===== src/rtl/wdt_pkg.sv =====
package wdt_pkg;
    // register map of the special function space
    localparam logic [7:0] PWR_CTRL_ADDR     = 8'h87;
    localparam logic [7:0] WDOG_COUNT_ADDR   = 8'hff;
    // field positions in the power control register
    localparam int         UNLOCK_FLAG_BIT   = 4;
    localparam int         PDOWN_REQ_BIT     = 1;
    // reset values
    localparam logic [7:0] PWR_CTRL_RST      = 8'h00;
    localparam logic [7:0] WDOG_COUNT_RST    = 8'h00;
    localparam logic [10:0] PRESC_RST        = 11'h000;
    // timing: machine cycle is twelve clocks, prescaler spans 2048 machine cycles
    localparam int         CLK_PER_MCYC      = 12;
    localparam logic [3:0] MCYC_LAST         = 4'(CLK_PER_MCYC - 1);
    localparam logic [10:0] PRESC_LAST       = 11'h7ff;
    localparam int         RST_PULSE_MCYC    = 3;
    localparam logic [5:0] RST_PULSE_CLKS    = 6'(RST_PULSE_MCYC * CLK_PER_MCYC);

    // register bus request from the core
    typedef struct packed {
        logic [7:0] addr;
        logic [7:0] wdata;
        logic       wr;
        logic       rd;
    } wdt_bus_req_t;
endpackage


===== src/rtl/wdt_timer.sv =====
`timescale 1ns/1ps
`default_nettype none

////////////////////////////////////////////////////////////////////////////////
// Overview of operation
// - the watchdog is an 8-bit counter stepped by the terminal count of an 11-bit prescaler.
// - the prescaler advances once per machine cycle, one twelfth of the clock.
// - the counter steps once every 2048 machine cycles.
// - an overflow while enabled raises a short internal reset for the whole controller.
// - an overflow also drives a three machine cycle pulse on the reset pin, independent of it.
// - a low enable pin enables the watchdog and software cannot disable it.
// - a high enable pin keeps the watchdog disabled with no overflow reset.
// - a counter write is ignored unless the unlock flag is set at the time.
// - an accepted counter write clears the unlock flag.
// - the counter counts up, so 00 gives the longest and ff the shortest interval.
// - prescaler and counter keep running during idle.
// - while enabled, setting the power-down request bit is ignored and it stays 0.
// - the counter sits at address ff and the power control register at 87.
module wdt_timer (
    input  wire logic                  clk,
    input  wire logic                  rst_n,
    input  wire wdt_pkg::wdt_bus_req_t bus_req,
    output logic [7:0]                 rdata,
    input  wire logic                  watchdog_enable_n_pin,
    input  wire logic                  idle_mode,
    output logic                       powerdown_req,
    output logic                       sys_reset_pulse,
    output logic                       reset_pin_pulse
);

    logic [3:0]  mcyc_reg;
    logic [10:0] presc_reg;
    logic [7:0]  wdog_count_reg;
    logic [7:0]  pwr_ctrl_reg;
    logic [5:0]  pin_cnt_reg;
    logic        wd_enabled;
    logic        mcyc_tick;
    logic        presc_tc;
    logic        unlock_flag;
    logic        reload_ok;
    logic        overflow;

    ////////////////////////////////////////////////////////////////////////////
    // decode and timing terms
    assign wd_enabled  = ~watchdog_enable_n_pin;
    assign mcyc_tick   = (mcyc_reg == wdt_pkg::MCYC_LAST);
    assign presc_tc    = mcyc_tick && (presc_reg == wdt_pkg::PRESC_LAST);
    assign unlock_flag = pwr_ctrl_reg[wdt_pkg::UNLOCK_FLAG_BIT];
    assign reload_ok   = bus_req.wr && (bus_req.addr == wdt_pkg::WDOG_COUNT_ADDR)
                         && unlock_flag;
    assign overflow    = presc_tc && (wdog_count_reg == 8'hff) && wd_enabled;

    ////////////////////////////////////////////////////////////////////////////
    // machine cycle divider; idle_mode is deliberately not used so counting goes on
    always_ff @(posedge clk)
    begin
        if (!rst_n || overflow || reload_ok)
            mcyc_reg <= 4'h0;
        else if (mcyc_tick)
            mcyc_reg <= 4'h0;
        else
            mcyc_reg <= mcyc_reg + 4'h1;
    end

    // 11-bit prescaler, restarted by a reload so the new interval starts at the write
    always_ff @(posedge clk)
    begin
        if (!rst_n || overflow || reload_ok)
            presc_reg <= wdt_pkg::PRESC_RST;
        else if (mcyc_tick)
            presc_reg <= presc_reg + 11'h001;
    end

    // up-counter; a reload wins over a same-cycle step
    always_ff @(posedge clk)
    begin
        if (!rst_n || overflow)
            wdog_count_reg <= wdt_pkg::WDOG_COUNT_RST;
        else if (reload_ok)
            wdog_count_reg <= bus_req.wdata;
        else if (presc_tc)
            wdog_count_reg <= wdog_count_reg + 8'h01;
    end

    ////////////////////////////////////////////////////////////////////////////
    // power control: unlock flag and power-down request, other bits plain storage
    always_ff @(posedge clk)
    begin
        if (!rst_n || overflow)
            pwr_ctrl_reg <= wdt_pkg::PWR_CTRL_RST;
        else if (bus_req.wr && bus_req.addr == wdt_pkg::PWR_CTRL_ADDR)
        begin
            pwr_ctrl_reg <= bus_req.wdata;
            if (wd_enabled)
                pwr_ctrl_reg[wdt_pkg::PDOWN_REQ_BIT] <= 1'b0;
        end
        else
        begin
            if (reload_ok)
                pwr_ctrl_reg[wdt_pkg::UNLOCK_FLAG_BIT] <= 1'b0;
            if (wd_enabled)
                pwr_ctrl_reg[wdt_pkg::PDOWN_REQ_BIT] <= 1'b0;
        end
    end

    ////////////////////////////////////////////////////////////////////////////
    // read data, valid only the cycle after the strobe
    always_ff @(posedge clk)
    begin
        if (!rst_n)
            rdata <= 8'h00;
        else if (bus_req.rd && bus_req.addr == wdt_pkg::WDOG_COUNT_ADDR)
            rdata <= wdog_count_reg;
        else if (bus_req.rd && bus_req.addr == wdt_pkg::PWR_CTRL_ADDR)
            rdata <= pwr_ctrl_reg;
        else
            rdata <= 8'h00;                                           // unmapped reads zero
    end

    // one-cycle internal reset; downstream stretches it as it likes
    always_ff @(posedge clk)
    begin
        if (!rst_n)
            sys_reset_pulse <= 1'b0;
        else
            sys_reset_pulse <= overflow;
    end

    // pin pulse runs on its own counter so the internal reset never waits for it
    always_ff @(posedge clk)
    begin
        if (!rst_n)
            pin_cnt_reg <= 6'h00;
        else if (overflow)
            pin_cnt_reg <= wdt_pkg::RST_PULSE_CLKS;
        else if (pin_cnt_reg != 6'h00)
            pin_cnt_reg <= pin_cnt_reg - 6'h01;
    end

    always_ff @(posedge clk)
    begin
        if (!rst_n)
            reset_pin_pulse <= 1'b0;
        else
            reset_pin_pulse <= overflow || (pin_cnt_reg > 6'h01);
    end

    always_ff @(posedge clk)
    begin
        if (!rst_n)
            powerdown_req <= 1'b0;
        else
            powerdown_req <= pwr_ctrl_reg[wdt_pkg::PDOWN_REQ_BIT] && !wd_enabled;
    end

    ////////////////////////////////////////////////////////////////////////////
    // checks
    a_rst_pulse_cause: assert property (@(posedge clk) disable iff (!rst_n)
        sys_reset_pulse |-> $past(presc_tc) && $past(wd_enabled))
        else $error("internal reset without enabled overflow");
    a_disabled_no_reset: assert property (@(posedge clk) disable iff (!rst_n)
        $past(watchdog_enable_n_pin) |-> !sys_reset_pulse)
        else $error("reset while watchdog disabled");
    a_pin_pulse_len: assert property (@(posedge clk) disable iff (!rst_n)
        $rose(sys_reset_pulse) |-> reset_pin_pulse [*8])
        else $error("pin pulse too short");
    a_unlock_blocks: assert property (@(posedge clk) disable iff (!rst_n)
        (bus_req.wr && bus_req.addr == wdt_pkg::WDOG_COUNT_ADDR && !unlock_flag && !presc_tc
         && !overflow) |=> $stable(wdog_count_reg))
        else $error("locked counter write took effect");
    a_unlock_clears: assert property (@(posedge clk) disable iff (!rst_n)
        reload_ok |=> !unlock_flag && wdog_count_reg == $past(bus_req.wdata))
        else $error("reload did not clear unlock");
    a_pdown_blocked: assert property (@(posedge clk) disable iff (!rst_n)
        wd_enabled && $past(wd_enabled) |-> !pwr_ctrl_reg[wdt_pkg::PDOWN_REQ_BIT])
        else $error("power-down set while enabled");
    a_step_rate: assert property (@(posedge clk) disable iff (!rst_n)
        (wdog_count_reg != $past(wdog_count_reg)) |-> $past(presc_tc) || $past(reload_ok)
        || $past(overflow))
        else $error("counter moved off terminal count");
    a_presc_restart: assert property (@(posedge clk) disable iff (!rst_n)
        reload_ok |=> presc_reg == 11'h000 && mcyc_reg == 4'h0)
        else $error("prescaler not restarted");
    // three machine cycles on the pin, and not one clock more
    a_pin_pulse_exact: assert property (@(posedge clk) disable iff (!rst_n)
        $rose(reset_pin_pulse) |-> ##35 reset_pin_pulse ##1 !reset_pin_pulse)
        else $error("pin pulse length wrong");
    c_pin_pulse: cover property (@(posedge clk) $fell(reset_pin_pulse));
    c_reload: cover property (@(posedge clk) reload_ok);
    c_overflow: cover property (@(posedge clk) sys_reset_pulse);
    c_pdown_try: cover property (@(posedge clk) wd_enabled && bus_req.wr
        && bus_req.addr == wdt_pkg::PWR_CTRL_ADDR && bus_req.wdata[1]);

endmodule

`default_nettype wire


===== config.mk =====
export PLATFORM = sky130hd
export DESIGN_NAME = wdt_timer
export DESIGN_NICKNAME = d
export VERILOG_FILES = /design/src/rtl/wdt_pkg.sv /design/src/rtl/wdt_timer.sv
export SDC_FILE = /design/constraint.sdc
export NUM_CORES = 1
export LEC_CHECK = 0
export ABC_AREA = 1
export BUFFER_PORTS_ARGS = -buffer_cell sky130_fd_sc_hd__buf_2
export CAP_MARGIN = 25
export CORE_ASPECT_RATIO = 0.7
export CORE_MARGIN = 5
export CORE_UTILIZATION = 60
export DETAILED_ROUTE_END_ITERATION = 8
export PLACE_DENSITY = 0.85
export SYNTH_ARGS = -nofsm -noshare
export SYNTH_HDL_FRONTEND = slang
export SYNTH_SLANG_ARGS = --single-unit

===== constraint.sdc =====
create_clock -name clk -period 4.25 [get_ports clk]
set_input_delay 0.85 -clock clk [delete_from_list [all_inputs] [get_ports clk]]
set_output_delay 0.85 -clock clk [all_outputs]
set_load 0.01 [all_outputs]

==> metrics.md <==
| Metric | Value |
|---|---|
| Outcome | `completed` |
| Total congestion overflow | `0` |
| CTS sink count | `48` |
| Vias in the first global route | `1949` |
| Leak | `1.13 nW` |
| Initial antenna violation count | `0` |
| Slew @ Worst Pin | `425 ps` |
| Critical Path Start | `bus_req[11]` |
| Setup TNS | `0 ps` |
| Wire per inst | `12.2 um` |
| Post-DP HPWL | `3.70 mm` |
| Period Utilization, post-route | `0.445` |
| Critical Path End | `wdog_count_reg[7]` |
| Main synth FF type | `dfxtp_1` |
| Share of post-route cells with drive strength above 1 | `0.163` |
| CP max FO | `7` |
| Crit-path slowest cell | `nand4_1` |
| Pins Over Slew Limit | `0` |
| Post-layout net count | `388` |
| DR iter-0 viols | `157` |
| Initial core utilization | `0.609` |
| Mapped Area | `2340 um^2` |
| Fmax | `529 MHz` |
| Minimum clock period | `1890 ps` |
| First-pass detailed-route iteration total | `4` |
| Core Area | `3850 um^2` |
| # resized after CTS | `0` |
| Post-route DRC | `0` |
| RSZ-0062 raised after global routing | `no` |
| #FFs+latches synth | `48` |
| Crit-path max cell delay | `390 ps` |
| Postcts setup bufs | `0` |
| Crit. End Element | `flip-flop` |
| PortBufs | `31` |
| Clk slew on worst S/H paths | `90 ps` |
| Total CTS buffers | `5` |
| Area of the multi-input gates | `1230 um^2` |
| Final hold violations | `0` |
| Critical path depth | `7` |
| Worst r2r dst | `wdog_count_reg[5]` |
| Crit path top cell by count | `nand2_1` |
| Layout Skew | `6.29 ps` |
| Total GRT Usage | `0.206` |
| Row cnt | `19` |
| Synth-to-Final Area Change | `13.0%` |
| Worst path bufs/invs | `1` |
| Post-route ant nets | `0` |
| Hold_ws | `458 ps` |
| Clk buf depth | `2` |
| Net count after synthesis | `354` |
| WL final | `5.02 mm` |
| Hold-fix buffers at CTS | `0` |
| Ys Warns | `0` |
| Critical path class | `in2reg` |
| Critical path required time | `4490 ps` |
| I/O Pins | `33` |
| Total power | `1.02 mW` |
| Fin area | `2650 um^2` |
| Final GP Congestion | `0.845` |
| Post-Synthesis Cells | `326` |
| Mapped Avg Cell Area | `7.19 um^2` |
| Storage cell area | `961 um^2` |
| First-pass GRT wire length | `8.94 mm` |
| Fill cells | `344` |
| Cell count of the worst reg-to-reg path | `8` |
| Largest net degree at the start of global routing | `18` |
| Sequential area share after synthesis | `0.410` |
| H-tree depth | `2` |
| EDFF count, synth | `0` |
| Via density | `5.21` |
| Final core utilization | `0.688` |
| Most frequent cells in the layout | `nand2_1, dfxtp_1, nor2_1` |
| DR vias | `2152` |
| Setup-failing EPs final | `0` |
| Reg2reg start | `wdog_count_reg[1]` |
| Max-cap check violation count | `0` |
| Peak supply drop | `0.427 mV` |
| CP top delay family | `simple AND/OR/NAND/NOR gates` |
| Die height | `62.3 um` |
| FF-to-FF setup slack | `2520 ps` |
| Max transition margin | `0.716` |
| Max FFs per register | `11` |
| Chip width | `84.7 um` |
| Leading cell type in the layout, fill and taps excluded | `nand2_1` |
| Number of antenna cells inserted | `0` |
| HP Class | `reg2reg` |
| Critical path startpoint category | `input port` |
| Crit-path cells | `buf_2, nand2_1, nor2_1, nand4_1, nand2_1, nand2_1, a21oi_1` |
| Dpl cell area | `2530 um^2` |
| Clk root buf | `clkbuf_8` |
| Die area | `5280 um^2` |
| Critical Path AT | `2130 ps` |
| TritonCTS clock tree | `built` |
| Pwr dens | `385 nW/um^2` |
| Skew-Pair Late Insertion Delay | `310 ps` |
| Count of different cell masters after synthesis | `27` |
| Asr flop ratio synth | `0` |
[metrics by stage]
stage | setup WS [ps] | std cells
6_report | 2360 | 413
3_5_place_dp | 2090 | 405
3_3_place_gp | 2130 | 405
4_1_cts | 2400 | 413
2_1_floorplan | 2390 | 326
5_1_grt | 2220 | 413
[worst register-to-register path, delay by kind of cell (launching register included)]
kind / cells / cell delay, ps
compound gates: 1 / 80
fa+ha+maj: 1 / 210
buf+inv: 1 / 90
flops: 1 / 440
simple gates: 5 / 810
[where the power goes]
part	switching (mW)	total (mW)	internal [mW]
Sequential	0.0132	0.490	0.477
Combinational	0.116	0.191	0.0746
Clock	0.160	0.338	0.177
[logic make-up (layout without fill, tap and decap cells)]
logic type / after synthesis / after routing / share of synthesized area
AND/OR/NAND/NOR: 188 / 188 / 0.370
flip-flops: 48 / 48 / 0.410
buffers and inverters: 37 / 72 / 0.0667
AO/OA/AOI/OAI: 35 / 35 / 0.0763
XOR/XNOR: 12 / 12 / 0.0448
adder cells (fa/ha/maj): 6 / 6 / 0.0320
[worst min path at each step]
stage,from,cells after the start,end
after CTS,mcyc_reg[0],1,mcyc_reg[0]
final,mcyc_reg[0],1,mcyc_reg[0]
after detailed placement,mcyc_reg[0],1,mcyc_reg[0]
after floorplan,mcyc_reg[0],1,mcyc_reg[0]
after global routing,presc_reg[10],2,presc_reg[10]
after global placement,mcyc_reg[0],1,mcyc_reg[0]
[area by class of cell]
type,count,area share
inverters,33,0.0468
flip-flops and latches,48,0.363
well taps,52,0.0246
multi-input cells,241,0.463
clock buffers,5,0.0260
repair buffers,31,0.0586
clock inverters,3,0.0179
[Yosys cell counts, types with 3 or more instances]
cell,n,area (um^2)
nand2_1,88,330
dfxtp_1,48,961
nor2_1,35,131
nand3_1,33,165
inv_1,31,116
a21oi_1,29,145
nand4_1,10,62.6
nor2_2,9,56.3
xor2_1,9,78.8
ha_1,6,75.1
o21ai_0,4,20.0
nand3_2,3,30.0
xnor2_1,3,26.3
[layer usage]
layer | track usage | vias up | wire [um] | part of all wire
met5 | 0 | - | 0 | 0
met4 | 0.0494 | 0 | 70 | 0.014
met3 | 0.0647 | 8 | 403 | 0.080
met2 | 0.299 | 69 | 2110 | 0.42
met1 | 0.295 | 954 | 2440 | 0.48
li1 | - | 1121 | - | -
(Power assumes the default switching activity.)
